<file path="config.mk">
export PLATFORM = sky130hd
export DESIGN_NAME = flash_host
export DESIGN_NICKNAME = d
export VERILOG_FILES = /design/src/hdl/flash_host_pkg.sv /design/src/hdl/flash_host.sv
export VERILOG_INCLUDE_DIRS = /design/src /design/src/hdl
export SDC_FILE = /design/constraint.sdc
export NUM_CORES = 1
export LEC_CHECK = 0
export BUFFER_PORTS_ARGS = -buffer_cell sky130_fd_sc_hd__buf_2
export CAP_MARGIN = 20
export CORE_MARGIN = 5
export CORE_UTILIZATION = 25
export DETAILED_ROUTE_END_ITERATION = 10
export PLACE_DENSITY = 0.48
export REMOVE_ABC_BUFFERS = 1
export SYNTH_ARGS = -nofsm -noshare
export SYNTH_HDL_FRONTEND = slang
export SYNTH_SLANG_ARGS = --single-unit
</file>
<file path="constraint.sdc">
create_clock -name pclk -period 4.5 [get_ports pclk]
set_clock_uncertainty 0.05 [all_clocks]
set_input_delay 0.45 -clock pclk [delete_from_list [all_inputs] [get_ports pclk]]
set_output_delay 0.45 -clock pclk [all_outputs]
set_load 0.01 [all_outputs]
</file>
<file path="src/hdl/flash_host_regs.svh">
/*
  Register offsets, field positions, reset values and pin timings in nanoseconds of the flash bus controller.
  Assumes inclusion by bare name from the controller file.
*/
`ifndef FLASH_HOST_REGS_SVH
`define FLASH_HOST_REGS_SVH
`define OFF_CTRL        12'h000
`define OFF_ADDR        12'h004
`define OFF_WDATA       12'h008
`define OFF_RDATA       12'h00C
`define OFF_STATUS      12'h010
`define OFF_POLL        12'h014
`define CTRL_GO         0
`define CTRL_WRITE      1
`define CTRL_POLL       2
`define CTRL_BYTE_N     3
`define CTRL_WP_N       4
`define CTRL_RESET      5
`define CTRL_PAGE       6
`define PAGE_BITS       3
`define CTRL_RST_VAL    32'h0000_0018
`define ST_BUSY         0
`define ST_ERROR        1
`define ST_ABORT        2
`define ST_TIMEOUT      3
`define ST_RDY          4
`define BIT_POLL        7
`define BIT_TOGGLE      6
`define BIT_ERR         5
`define BIT_ABORT       1
`define ACCESS_NS       70
`define PAGE_NS         25
`define SETUP_NS        10
`define RESET_NS        500
`define CLK_NS          10
`endif

</file>
<file path="src/hdl/flash_host_pkg.sv">
/*
  Types shared by the flash bus controller.
  Assumes the register header defines the constants used with these types.
*/
package flash_host_pkg;
  typedef enum logic [3:0] {
    S_IDLE,
    S_RST,
    S_SETUP,
    S_RD_WAIT,
    S_WR_LOW,
    S_WR_HIGH,
    S_RECOVER,
    S_POLL_A,
    S_POLL_B,
    S_DONE
  } bus_state_e;
endpackage

</file>
<file path="src/hdl/flash_host.sv">
/*
  APB-controlled host for an asynchronous parallel NOR flash: drives chip select, output enable,
  write enable, reset, write protect and byte select, performs read, write and status-poll cycles.
  Assumes the flash pins are wired straight out, and data lines come back through a two-stage synchroniser.
*/
// Functional notes
// - Read cycle: chip select and output enable low, write enable high, reset high.
// - Host holds output enable high throughout every write cycle.
// - After an error the host must issue read/reset before other commands; the controller accepts any command and leaves that order to software.
// - Abort bit set on buffer abort; host issues abort-and-reset command; the controller only sets the abort status bit and issues no command itself.
`timescale 1ns/1ps
`include "flash_host_regs.svh"

module flash_host #(
  parameter int ADDR_W    = 22,
  parameter int POLL_MAX  = 100000
) (
  input  wire logic               pclk,
  input  wire logic               presetn,
  input  wire logic               psel,
  input  wire logic               penable,
  input  wire logic               pwrite,
  input  wire logic [11:0]        paddr,
  input  wire logic [31:0]        pwdata,
  output logic      [31:0]        prdata,
  output logic                    pready,
  output logic                    pslverr,
  output logic [ADDR_W-1:0]       flash_addr,
  output logic                    chip_sel_n,
  output logic                    out_en_n,
  output logic                    wr_en_n,
  output logic                    flash_rst_n,
  output logic                    wr_prot_n,
  output logic                    byte_mode_n,
  output logic [15:0]             data_out,
  output logic                    data_oe,
  input  wire logic [15:0]        data_in,
  input  wire logic               ready_busy_n
);
  localparam int ACC_CYC  = (`ACCESS_NS + `CLK_NS - 1) / `CLK_NS;
  localparam int PAGE_CYC = (`PAGE_NS + `CLK_NS - 1) / `CLK_NS;
  localparam int SET_CYC  = (`SETUP_NS + `CLK_NS - 1) / `CLK_NS;
  localparam int RST_CYC  = (`RESET_NS + `CLK_NS - 1) / `CLK_NS;

  flash_host_pkg::bus_state_e state_r, state_nxt;
  logic [31:0]       ctrl_r, ctrl_nxt;
  logic [ADDR_W-1:0] addr_r, addr_nxt;
  logic [15:0]       wdata_r, wdata_nxt;
  logic [15:0]       rdata_r, rdata_nxt;
  logic [4:0]        status_r, status_nxt;
  logic [15:0]       poll_prev_r, poll_prev_nxt;
  logic [7:0]        cnt_r, cnt_nxt;
  logic [31:0]       pcount_r, pcount_nxt;
  logic [ADDR_W-1:0] last_addr_r, last_addr_nxt;
  logic              page_ok_r, page_ok_nxt;
  logic [15:0]       din_meta_r, din_sync_r;
  logic [1:0]        rb_sync_r;

  logic wr_acc;
  logic rd_acc;
  assign wr_acc  = psel && penable && pwrite;
  assign rd_acc  = psel && penable && !pwrite;
  assign pready  = 1'b1;
  assign pslverr = 1'b0;

  function automatic logic is_reg(input logic [11:0] a, input logic [11:0] off);
    is_reg = (a == off);
  endfunction

  // Pin data crosses into the clock domain through two flops before any use.
  always_ff @(posedge pclk or negedge presetn) begin
    if (!presetn) begin
      din_meta_r <= 16'h0000;
      din_sync_r <= 16'h0000;
      rb_sync_r  <= 2'h0;
    end else begin
      din_meta_r <= data_in;
      din_sync_r <= din_meta_r;
      rb_sync_r  <= {rb_sync_r[0], ready_busy_n};
    end
  end

  always_comb begin
    prdata = 32'h0000_0000;
    if (rd_acc) begin
      if (is_reg(paddr, `OFF_CTRL))
        prdata = ctrl_r;
      else if (is_reg(paddr, `OFF_ADDR))
        prdata = 32'(addr_r);
      else if (is_reg(paddr, `OFF_WDATA))
        prdata = {16'h0000, wdata_r};
      else if (is_reg(paddr, `OFF_RDATA))
        prdata = {16'h0000, rdata_r};
      else if (is_reg(paddr, `OFF_STATUS))
        prdata = {27'h0000000, status_r};
      else if (is_reg(paddr, `OFF_POLL))
        prdata = pcount_r;
    end
  end

  always_comb begin
    logic go;
    logic same_page;
    go            = 1'b0;
    same_page     = 1'b0;
    state_nxt     = state_r;
    ctrl_nxt      = ctrl_r;
    addr_nxt      = addr_r;
    wdata_nxt     = wdata_r;
    rdata_nxt     = rdata_r;
    status_nxt    = status_r;
    poll_prev_nxt = poll_prev_r;
    cnt_nxt       = cnt_r;
    pcount_nxt    = pcount_r;
    last_addr_nxt = last_addr_r;
    page_ok_nxt   = page_ok_r;
    status_nxt[`ST_RDY] = rb_sync_r[1];
    if (wr_acc && is_reg(paddr, `OFF_CTRL)) begin
      ctrl_nxt = pwdata;
      go       = pwdata[`CTRL_GO] && !status_r[`ST_BUSY];
    end
    if (wr_acc && is_reg(paddr, `OFF_ADDR))
      addr_nxt = pwdata[ADDR_W-1:0];
    if (wr_acc && is_reg(paddr, `OFF_WDATA))
      wdata_nxt = pwdata[15:0];
    ctrl_nxt[`CTRL_GO] = 1'b0;
    // The page enable is taken from the command word itself, as the go write lands in the same cycle.
    same_page = page_ok_r && pwdata[`CTRL_PAGE] &&
                (addr_r[ADDR_W-1:`PAGE_BITS] == last_addr_r[ADDR_W-1:`PAGE_BITS]);
    unique case (state_r)
      flash_host_pkg::S_IDLE: begin
        if (ctrl_r[`CTRL_RESET]) begin
          state_nxt  = flash_host_pkg::S_RST;
          cnt_nxt    = 8'(RST_CYC);
          ctrl_nxt[`CTRL_RESET] = 1'b0;
          page_ok_nxt = 1'b0;
          status_nxt[`ST_BUSY] = 1'b1;
        end else if (go) begin
          status_nxt[`ST_BUSY] = 1'b1;
          status_nxt[`ST_TIMEOUT] = 1'b0;
          pcount_nxt = 32'h0000_0000;
          if (pwdata[`CTRL_WRITE]) begin
            // A command write may follow an error only if it is read/reset; software owns that order.
            status_nxt[`ST_ERROR] = 1'b0;
            status_nxt[`ST_ABORT] = 1'b0;
            page_ok_nxt = 1'b0;
            state_nxt = flash_host_pkg::S_SETUP;
            cnt_nxt   = 8'(SET_CYC);
          end else begin
            state_nxt = flash_host_pkg::S_RD_WAIT;
            cnt_nxt   = same_page ? 8'(PAGE_CYC) : 8'(ACC_CYC);
          end
        end
      end
      flash_host_pkg::S_RST: begin
        cnt_nxt = cnt_r - 8'h01;
        if (cnt_r == 8'h01) begin
          state_nxt = flash_host_pkg::S_DONE;
        end
      end
      flash_host_pkg::S_SETUP: begin
        cnt_nxt = cnt_r - 8'h01;
        if (cnt_r == 8'h01) begin
          state_nxt = flash_host_pkg::S_WR_LOW;
          cnt_nxt   = 8'(ACC_CYC);
        end
      end
      flash_host_pkg::S_WR_LOW: begin
        cnt_nxt = cnt_r - 8'h01;
        if (cnt_r == 8'h01) begin
          state_nxt = flash_host_pkg::S_WR_HIGH;
          cnt_nxt   = 8'(SET_CYC);
        end
      end
      flash_host_pkg::S_WR_HIGH: begin
        cnt_nxt = cnt_r - 8'h01;
        if (cnt_r == 8'h01) begin
          if (ctrl_r[`CTRL_POLL]) begin
            state_nxt = flash_host_pkg::S_RECOVER;
            cnt_nxt   = 8'(ACC_CYC);
          end else begin
            state_nxt = flash_host_pkg::S_DONE;
          end
        end
      end
      flash_host_pkg::S_RECOVER: begin
        cnt_nxt = cnt_r - 8'h01;
        if (cnt_r == 8'h01) begin
          state_nxt = flash_host_pkg::S_POLL_A;
          cnt_nxt   = 8'(ACC_CYC);
        end
      end
      flash_host_pkg::S_RD_WAIT: begin
        cnt_nxt = cnt_r - 8'h01;
        if (cnt_r == 8'h01) begin
          // Synchroniser delay means done stores the data seen in the second-last wait cycle.
          state_nxt     = flash_host_pkg::S_DONE;
          last_addr_nxt = addr_r;
          page_ok_nxt   = 1'b1;
        end
      end
      flash_host_pkg::S_POLL_A: begin
        cnt_nxt = cnt_r - 8'h01;
        if (cnt_r == 8'h01) begin
          poll_prev_nxt = din_sync_r;
          state_nxt     = flash_host_pkg::S_POLL_B;
          cnt_nxt       = 8'(ACC_CYC);
        end
      end
      flash_host_pkg::S_POLL_B: begin
        cnt_nxt = cnt_r - 8'h01;
        if (cnt_r == 8'h01) begin
          rdata_nxt  = din_sync_r;
          pcount_nxt = pcount_r + 32'h0000_0001;
          cnt_nxt    = 8'(ACC_CYC);
          if (din_sync_r[`BIT_TOGGLE] == poll_prev_r[`BIT_TOGGLE]) begin
            state_nxt = flash_host_pkg::S_DONE;
          end else if (din_sync_r[`BIT_ERR] || din_sync_r[`BIT_ABORT]) begin
            // Error and abort end the poll at once, with no further toggle check.
            status_nxt[`ST_ERROR] = din_sync_r[`BIT_ERR];
            status_nxt[`ST_ABORT] = din_sync_r[`BIT_ABORT];
            state_nxt = flash_host_pkg::S_DONE;
          end else if (pcount_r == 32'(POLL_MAX)) begin
            status_nxt[`ST_TIMEOUT] = 1'b1;
            state_nxt = flash_host_pkg::S_DONE;
          end else begin
            poll_prev_nxt = din_sync_r;
          end
        end
      end
      flash_host_pkg::S_DONE: begin
        status_nxt[`ST_BUSY] = 1'b0;
        state_nxt = flash_host_pkg::S_IDLE;
        if (ctrl_r[`CTRL_WRITE] == 1'b0 && !ctrl_r[`CTRL_RESET])
          rdata_nxt = din_sync_r;
      end
    endcase
  end

  always_ff @(posedge pclk or negedge presetn) begin
    if (!presetn) begin
      state_r     <= flash_host_pkg::S_IDLE;
      ctrl_r      <= `CTRL_RST_VAL;
      addr_r      <= '0;
      wdata_r     <= 16'h0000;
      rdata_r     <= 16'h0000;
      status_r    <= 5'h00;
      poll_prev_r <= 16'h0000;
      cnt_r       <= 8'h00;
      pcount_r    <= 32'h0000_0000;
      last_addr_r <= '0;
      page_ok_r   <= 1'b0;
    end else begin
      state_r     <= state_nxt;
      ctrl_r      <= ctrl_nxt;
      addr_r      <= addr_nxt;
      wdata_r     <= wdata_nxt;
      rdata_r     <= rdata_nxt;
      status_r    <= status_nxt;
      poll_prev_r <= poll_prev_nxt;
      cnt_r       <= cnt_nxt;
      pcount_r    <= pcount_nxt;
      last_addr_r <= last_addr_nxt;
      page_ok_r   <= page_ok_nxt;
    end
  end

  // Pin drivers are registered so no strobe can glitch between states.
  always_ff @(posedge pclk or negedge presetn) begin
    if (!presetn) begin
      chip_sel_n  <= 1'b1;
      out_en_n    <= 1'b1;
      wr_en_n     <= 1'b1;
      flash_rst_n <= 1'b0;
      wr_prot_n   <= 1'b1;
      byte_mode_n <= 1'b1;
      data_out    <= 16'h0000;
      data_oe     <= 1'b0;
      flash_addr  <= '0;
    end else begin
      flash_rst_n <= (state_nxt != flash_host_pkg::S_RST);
      wr_prot_n   <= ctrl_nxt[`CTRL_WP_N];
      byte_mode_n <= ctrl_nxt[`CTRL_BYTE_N];
      flash_addr  <= addr_nxt;
      // Chip select frames the whole cycle; write enable falls later and rises first.
      chip_sel_n  <= !(state_nxt inside {flash_host_pkg::S_SETUP, flash_host_pkg::S_WR_LOW,
                                         flash_host_pkg::S_WR_HIGH, flash_host_pkg::S_RD_WAIT,
                                         flash_host_pkg::S_POLL_A, flash_host_pkg::S_POLL_B});
      wr_en_n     <= (state_nxt != flash_host_pkg::S_WR_LOW);
      // Output enable stays high throughout writes; reads lower it.
      // A poll lifts output enable in its last cycle, so each sample is a read of its own.
      out_en_n    <= !(state_nxt == flash_host_pkg::S_RD_WAIT ||
                       (state_nxt inside {flash_host_pkg::S_POLL_A, flash_host_pkg::S_POLL_B} &&
                        cnt_nxt != 8'h01));
      data_oe     <= state_nxt inside {flash_host_pkg::S_SETUP, flash_host_pkg::S_WR_LOW,
                                       flash_host_pkg::S_WR_HIGH};
      data_out    <= wdata_nxt;
    end
  end
endmodule

</file>
**Word-level counts from Yosys, hierarchy flattened**

Cells that the tools add are included.

- Output and inout bits: 79
- Flip-flop bits (word level): 205
- Bits of input ports: 66

- Reduce and logical (&&, ||, !) cells: 38
- Mux-type cells: 63
- Add/subtract/negate cells: 2
- Bitwise gates (word level): 1
- Eq/ne operators: 41

Operator list:

| cell | number |
|---|---|
| $mux 32 | 10 |
| $pmux 32 s2 | 1 |
| $mux 4 | 14 |
| $mux 8 | 6 |
| $pmux 8 s5 | 1 |
| $pmux 4 s9 | 1 |
| $add 32x1->32 const B | 1 |
| $eq 32x17->1 const B | 1 |
| $mux 16 | 2 |
| $pmux 16 s2 | 1 |
| $eq 4x3->1 const B | 7 |
| $mux 7 | 4 |
| $eq 12x4->1 const B | 2 |
| $eq 12x5->1 const B | 2 |
| $ne 2x2->1 const B | 12 |
| $eq 19x19->1 | 1 |
| $eq 4x2->1 const B | 4 |
| $mux 3 | 5 |
| $pmux 7 s2 | 1 |
| $reduce_and 7->1 | 2 |
| $eq 12x3->1 const B | 1 |
| $eq 4x4->1 const B | 3 |
| $logic_not 12->1 | 1 |
| $reduce_bool 2->1 | 6 |
| other kinds (26) | 56 |

**Depth between registers and ports, before layout**

Gate-level depths: netlist of run 1.

- Depth in word-level cells: 12
- Gate-level depth with buffers: 12
- Depth with buffers taken out: 10

**Worst setup path before layout of run 1**

OpenSTA, ideal clock, no wires.

- Path kind: input to output
- Start point: input port paddr[9]
- End point: output port prdata[10]
- Setup slack: 1.705 ns
- Data required time: 4.000 ns
- Cell stages on the path: 8
- Arrival time: 2.295 ns
- Cell sequence: or4_4 > nor2_1 > nand2_1 > nor2_1 > clkbuf_1 > buf_1 > a21oi_1 > a21oi_1

- Cells in the longest elaborated chain, start to end: 8
- Elaborated cells between the ends (all ways): 13
- Those cells by class: 5 x eq/ne; 7 x mux; 1 x reduce/logical

Ends and longest elaborated chain:

| what | RTL line | RTL |
|---|---|---|
| from (decl) | flash_host.sv:23 | `input wire logic [11:0] paddr,` |
| $eq 12x5->1 | flash_host.sv:67 | `is_reg = (a == off);` |
| $mux 32 | flash_host.sv:96 | `` else if (is_reg(paddr, `OFF_POLL)) `` |
| $mux 32 | flash_host.sv:94 | `` else if (is_reg(paddr, `OFF_STATUS)) `` |
| $mux 32 | flash_host.sv:92 | `` else if (is_reg(paddr, `OFF_RDATA)) `` |
| $mux 32 | flash_host.sv:90 | `` else if (is_reg(paddr, `OFF_WDATA)) `` |
| $mux 32 | flash_host.sv:88 | `` else if (is_reg(paddr, `OFF_ADDR)) `` |
| $mux 32 * | flash_host.sv:86 | `` if (is_reg(paddr, `OFF_CTRL)) `` |
| $mux 32 * | flash_host.sv:85 | `if (rd_acc) begin` |
| to (decl) | flash_host.sv:25 | `output logic [31:0] prdata,` |

Mark *: on every way between the ends. The rest lies on a longest branch, timed or not.

**Worst setup path in the final report of run 1**

- Start point: input port paddr[9]
- End point: output port prdata[6]

Same word-level chain as after synthesis.

==> out/qor.yml, run 1 <==
timing:
  relSlewSlack: 0.3442
  unrepaired_setup_endpoints_after_global_routing: "no"
  timing.final.ws_setup_ns: 1.283
  maxSlewViolCount: 0
  fin_crit_share: 0.7150
  fin_worst_hold_slack_ns: -0.01614
  timing.final.hold_violations: 5
  fmax_mhz: 310.8
  timing.final.setup_violations: 0
  fin_tns_setup_ns: 0
  worstMarginPinSlew_ns: 0.9837
  period_minus_slack_ns: 3.217
synth:
  synth_cells: 861
  synth.top_cells.by_area: "sky130_fd_sc_hd__dfrtp_1 51%, sky130_fd_sc_hd__mux2_2 13%, sky130_fd_sc_hd__nor2_1 4.1%, sky130_fd_sc_hd__a21oi_1 2.5%, sky130_fd_sc_hd__xnor2_1 2.4%"
  synth_async_sr_flop_share: 1.000
  synth.top_cells.by_count: "189 x sky130_fd_sc_hd__dfrtp_1, 103 x sky130_fd_sc_hd__mux2_2, 101 x sky130_fd_sc_hd__nor2_1, 51 x sky130_fd_sc_hd__nand2_1, 46 x sky130_fd_sc_hd__a21oi_1"
  ys_seq_elements: 194
  synth.cell_area_um2: 9270
  syn_area_per_cell_um2: 10.77
  synth.most_common_cell: "sky130_fd_sc_hd__dfrtp_1"
  yosys.area.top_type_share: 0.5102
  ys_types: 70
  postSynth.topFlopCell: "sky130_fd_sc_hd__dfrtp_1"
  synth_top_area_cell: "sky130_fd_sc_hd__dfrtp_1"
  yosysSeqAreaShare: 0.5244
  ys.warnings.count: 0
  number_of_flops_mapped_to_enable_cells_by_yosys: 0
clock_tree:
  clock_latency_ns: 0.45
  cts-root-buf: "sky130_fd_sc_hd__clkbuf_16"
  clkSinkCount: 194
  cts_inserted_buffers: 17
  hold_buffers: 0
  cts_tree: "yes"
  clock_tree.buffer_depth: 2
  path_clk_slew_ns: 0.07
  resized_cells_post_cts: 0
  postCtsSetupRepairBufs: 0
  cts.htree.levels: 4
worst_setup_path:
  worstSetupEndpointType: "output pin"
  path_max_fanout: 14
  critPathArrivalTime_ns: 2.72
  cp-start-kind: "primary input"
  timing.critical_path.required_ns: 4.00
  critPathKind: "primary input to output pin"
grt:
  grt.met2_usage: 0.2140
  gr-max-usage-layer: "met2"
  grt.overflow.total: 0
  grt_first_pass_wirelength_um: 44300
  met1_demand_to_capacity_share_in_global_routing: 0.1987
  grtUsageTotal: 0.1380
  antenna_found_initial: 1
  largest_net_degree_at_the_start_of_global_routing: 83
  groute.layer.met3.usage: 0.03226
  grt_pass1_vias: 7334
cells_and_area:
  final_util: 0.3044
  final_cell_area_um2: 11140
  final_nets: 1061
  fillers: 3799
  final-seq-area_um2: 4861
  final-instance-count-excl-fill: 1472
  multi_input_comb_area_um2: 4135
  layout-drive-gt1-share: 0.3118
  area_growth_pct: 20.22
  antenna_cells_inserted: 0
detailed_routing:
  via_total_after_detailed_routing: 7155
  detail-route-antenna-nets: 0
  post_drt_via_cell_ratio: 4.861
  drc: 0
  detail_route.first_pass.iterations: 5
  routedWlPerCell_um: 19.06
  wl_um: 28050
  detail_route.iter0.violations: 449
run:
  max_cap_viol_count: 0
placement:
  port_buffers: 142
  hpwl_um: 20050
  numPlacedInstances: 1440
  place_area_um2: 10510
  place_congestion: 0.8444
  dp_slack_ns: 1.253
worst_hold_path:
  min_path_type: "primary input to asynchronous set/reset pin"
floorplanning:
  io-pin-count: 145
  placement_rows: 70
  die_width_um: 202.6
  fp.dieArea_um2: 41030
  starting_utilization_of_the_core_area: 0.2532
  coreArea_um2: 36610
  die_h_um: 202.6
status:
  violations: "hold timing"
  outcome: "complete, but fails checks"
power:
  power-per-cell-area_nw_per_um2: 393.4
  leak_nw: 5.155
  overall_power_after_layout_mw: 4.384
  irDropWorstVdd_mv: 0.2544
==> flip-flops by register name, summed over array words and instances (netlist names) <==
signal,flops
din_sync_r,16
state_r,4
data_oe,1
data_out,16
rdata_r,16
flash_addr,22
page_ok_r,1
ctrl_r,31
out_en_n,1
last_addr_r,19
poll_prev_r,1
pcount_r,32
wr_en_n,1
chip_sel_n,1
status_r,5
din_meta_r,16
rb_sync_r,2
flash_rst_n,1
cnt_r,8
==> power by group <==
group / switching (mW) / leakage, nW / internal (mW)
Sequential: 0.146 / 2.57 / 1.88
Combinational: 0.395 / 2.28 / 0.295
Clock: 0.729 / 0.303 / 0.944
Total: 1.27 / 5.16 / 3.11
==> cell families after synthesis <==
group                    synth area share
multiplexers                       0.1382
XOR/XNOR                          0.03874
adder cells (fa/ha/maj)          0.005399
AO/OA/AOI/OAI                      0.1130
AND/OR/NAND/NOR                    0.1487
buffers and inverters             0.03077
other                           0.0008101
flip-flops                         0.5244
==> placed cells by master (no fill, tap or decap), drive strengths merged, types with 20 or more instances in the layout <==
| cell type | count |
|---|---|
| inv | 23 |
| mux2 | 104 |
| o21ai | 31 |
| a21oi | 47 |
| xnor2 | 25 |
| nor3 | 27 |
| clkbuf | 20 |
| nand3 | 26 |
| dfrtp | 189 |
| nand2 | 51 |
| buf | 157 |
| nor2 | 103 |
| a22oi | 27 |
==> layout make-up <==
class / instances / share of cell area
Clock inverter: 13 / 0.01819
Timing Repair Buffer: 158 / 0.07646
Sequential cell: 194 / 0.4362
Multi-Input combinational cell: 600 / 0.3711
Clock buffer: 19 / 0.03885
Inverter: 20 / 0.006736
Tap cell: 468 / 0.05254
==> worst max-delay path: stages <==
cell and delay [ns]:
sky130_fd_sc_hd__buf_2 0.10, sky130_fd_sc_hd__or4_4 0.55, sky130_fd_sc_hd__nor2_1 0.14, sky130_fd_sc_hd__nand2_1 0.10
sky130_fd_sc_hd__nor2_2 0.55, sky130_fd_sc_hd__buf_4 0.33, sky130_fd_sc_hd__a21oi_1 0.09, sky130_fd_sc_hd__a21oi_1 0.22
sky130_fd_sc_hd__buf_2 0.18
==> per-layer routing <==
layer  vias to the layer above  routed length (um)
met3                        19                1432
met2                       200               12840
met4                         2                 262
met5                         -                  12
li1                       3379                   -
met1                      3555               13500
==> final timing paths <==
kind	from	cells past startpoint	slack, ns	end
min in group pclk	data_in[10]	1	0.05	din_meta_r[10]
worst min-delay path	presetn	1	-0.02	ctrl_r[14]
worst max-delay path	paddr[9]	9	1.28	prdata[6]
worst min register to register	rb_sync_r[0]	0	0.30	rb_sync_r[1]
max in group asynchronous	presetn	2	3.35	ctrl_r[4]
worst max register to register	flash_addr[15]	8	1.33	out_en_n
Note: power is estimated with default switching activity, not from simulation.
==> run 2, diff against run 1 <==
--- a/config.mk
+++ b/config.mk
@@ -11,7 +11,7 @@
 export CORE_MARGIN = 5
 export CORE_UTILIZATION = 25
 export DETAILED_ROUTE_END_ITERATION = 10
-export PLACE_DENSITY = 0.48
+export PLACE_DENSITY = 0.49
 export REMOVE_ABC_BUFFERS = 1
 export SYNTH_ARGS = -nofsm -noshare
 export SYNTH_HDL_FRONTEND = slang
==> constraint.sdc (replaced) <==
create_clock -name pclk -period 2.95 [get_ports pclk]
set_clock_uncertainty 0.05 [all_clocks]
set_input_delay 0.295 -clock pclk [delete_from_list [all_inputs] [get_ports pclk]]
set_output_delay 0.295 -clock pclk [all_outputs]
set_load 0.01 [all_outputs]
==> run 2 against run 1 <==
Against the previous run: the flow now finishes without violations; largest power group unchanged; combinational power up 78%; via count rose by 3.7%; highest routed layer is now met4; sequential share of layout area down 2.1 points; critical path type is now flip-flop to flip-flop; cell count increased by 4.2%; critical endpoint is now out_en_n; worst hold slack improved by 0.048 ns.
==> out/qor.yml, run 2 (synthesis results as in run 1) <==
power:
  power-per-cell-area_nw_per_um2: 565.5  # +44%
  sw_frac_of_total: 0.3033  # +0.01367
  part_of_the_total_power_dissipated_in_sequential_elements: 0.457  # -0.004
  irDropWorstVdd_mv: 0.4170  # +64%
  clock_power_share: 0.357  # -0.025
  overall_power_after_layout_mw: 6.623  # +51%
  combinationalPowerShare: 0.185  # +0.028
  p_int_mw: 4.614  # +48%
  leak_nw: 5.441  # +5.5%
  netSwitchingPower_mw: 2.009  # +58%
floorplanning:
  starting_utilization_of_the_core_area: 0.2532  # unchanged
  io-pin-count: 145  # unchanged
  fp.dieArea_um2: 41030  # unchanged
  die_h_um: 202.6  # unchanged
  placement_rows: 70  # unchanged
  die_width_um: 202.6  # unchanged
  coreArea_um2: 36610  # unchanged
detailed_routing:
  drc: 0  # unchanged
  detail-route-antenna-nets: 0  # unchanged
  post_drt_via_cell_ratio: 4.836  # -0.51%
  detail_route.first_pass.iterations: 5  # unchanged
  routedWlPerCell_um: 18.57  # -2.6%
  via_total_after_detailed_routing: 7418  # +3.7%
  wl_um: 28490  # +1.6%
  detail_route.iter0.violations: 414  # -7.8%
cells_and_area:
  largest_register_ffs: 32  # unchanged
  largest_register: "pcount_r"
  layout-drive-gt1-share: 0.3386  # +0.02690
  multi_input_comb_area_um2: 4151  # +0.39%
  antenna_cells_inserted: 0  # unchanged
  layout.cells.most_common_list: "189 x sky130_fd_sc_hd__dfrtp_1, 141 x sky130_fd_sc_hd__buf_2, 103 x sky130_fd_sc_hd__mux2_2"
  reg.largest.list: "pcount_r (32), ctrl_r (31), flash_addr (22)"
  area_growth_pct: 26.33
  layout_commonest_cell: "sky130_fd_sc_hd__dfrtp_1"
  final-seq-area_um2: 4861  # unchanged
  final_util: 0.3199  # +0.01548
  fillers: 3795  # -0.11%
  final_nets: 1123  # +5.8%
clock_tree:
  path_clk_slew_ns: 0.07  # about the same
  cts_tree: "yes"
  cts.htree.levels: 4  # unchanged
  cts_inserted_buffers: 17  # unchanged
  clkSinkCount: 194  # unchanged
  cts-root-buf: "sky130_fd_sc_hd__clkbuf_16"
  clock_tree.buffer_depth: 2  # unchanged
  clock_latency_ns: 0.45  # about the same
  postCtsSetupRepairBufs: 0  # unchanged
timing:
  fmax_mhz: 356.9
  unrepaired_setup_endpoints_after_global_routing: "no"
  fin_crit_share: 0.9497
  timing.final.hold_violations: 0  # -5
  fin_tns_setup_ns: 0  # unchanged
  worstMarginPinSlew_ns: 0.6397  # -0.3440 ns
  timing.final.ws_setup_ns: 0.1484  # -1.134 ns
  period_minus_slack_ns: 2.802
  relSlewSlack: 0.5735  # +0.2293
  timing.final.setup_violations: 0  # unchanged
  fin_worst_hold_slack_ns: 0.03217  # +0.04831 ns
  maxSlewViolCount: 0  # unchanged
grt:
  grt_pass1_vias: 7590  # +3.5%
  largest_net_degree_at_the_start_of_global_routing: 74  # -11%
  antenna_found_initial: 0  # -1
  grt_first_pass_wirelength_um: 45300  # +2.2%
  grtUsageTotal: 0.1404  # +0.002394
  grt.overflow.total: 0  # unchanged
worst_hold_path:
  min_from: "pwdata[22]"
  hold-path-endpoint: "ctrl_r[22]"
  whs_path_depth: 2
  min_path_type: "primary input to flip-flop"
worst_setup_path:
  critPathKind: "flip-flop to flip-flop"
  cp-start-kind: "flip-flop"
  critPathArrivalTime_ns: 3.13  # +0.41 ns
  timing.reg2reg.worst_path_depth: 10  # +2
  worst-r2r-setup-slack_ns: 0.15  # -1.18 ns
  worstSetupEndpointType: "flip-flop"
  path_max_fanout: 9  # -5
  critical_path.reg2reg.endpoint: "out_en_n"
  reg2reg_from: "cnt_r[1]"
  timing.critical_path.required_ns: 3.28  # -0.72 ns
placement:
  port_buffers: 142  # unchanged
  dp_slack_ns: 0.09628  # -1.156 ns
  place_congestion: 0.8922  # +5.7%
  hpwl_um: 20820  # +3.8%
status:
  outcome: "complete, no violations"
run:
  max_cap_viol_count: 0  # unchanged
-- run 2: worst max path at each step --
| stage | depth (start not counted) | endpoint | start |
|---|---|---|---|
| 2_1_floorplan | 6 | flash_rst_n | paddr[9] |
| 3_3_place_gp | 10 | flash_rst_n | paddr[5] |
| 3_5_place_dp | 12 | out_en_n | paddr[5] |
| 4_1_cts | 10 | out_en_n | cnt_r[1] |
| 5_1_grt | 9 | prdata[3] | paddr[9] |
| 6_report | 10 | out_en_n | cnt_r[1] |
-- run 2: worst max-delay path, cell delays in order (launching register included) --
cell                        delay [ns]
sky130_fd_sc_hd__dfrtp_1          0.42
sky130_fd_sc_hd__inv_1            0.09
sky130_fd_sc_hd__ha_1             0.15
sky130_fd_sc_hd__or4b_4           0.51
sky130_fd_sc_hd__nor2_4           0.23
sky130_fd_sc_hd__a21oi_1          0.10
sky130_fd_sc_hd__a41oi_1          0.22
sky130_fd_sc_hd__o22ai_2          0.18
sky130_fd_sc_hd__or4_1            0.55
sky130_fd_sc_hd__a2bb2oi_1        0.20
sky130_fd_sc_hd__nor2_2           0.04
-- run 2: layout make-up --
class | instances | area share
Sequential cell | 194 | 0.4151
Multi-Input combinational cell | 600 | 0.3545
Timing Repair Buffer | 220 | 0.1240
Tap cell | 468 | 0.05000
Clock buffer | 19 | 0.03782
Clock inverter | 13 | 0.01218
Inverter | 20 | 0.006410
-- run 2: per-stage QoR --
| stage | std cells | instance area (um^2) |
|---|---|---|
| after global placement | 1483 | 10920 |
| after global routing | 1534 | 11710 |
| after CTS | 1534 | 11700 |
| after detailed placement | 1483 | 10920 |
| final | 1534 | 11710 |
| after floorplan | 814 | 9060 |
-- run 2: per-layer routing --
layer / track usage / wire, um
met4: 0.03661 / 335
met2: 0.2217 / 13240
met5: 0 / 0
met3: 0.02603 / 1421
met1: 0.1994 / 13490
-- run 2: repair_timing --
action | CTS | global route
resized for setup | 0 | 3
setup endpoints to repair | 0 | 3
hold buffers | 19 | 0
hold endpoints to repair | 85 | 0
-- run 2: power groups by stage --
stage	Sequential [mW]	Clock, mW	Combinational (mW)
4_1_cts	3.02	2.45	1.22
5_1_grt	3.05	2.55	1.37
3_5_place_dp	3.08	0	1.20
2_1_floorplan	3.07	0	0.710
6_report	3.03	2.37	1.23
3_3_place_gp	3.08	0	1.20
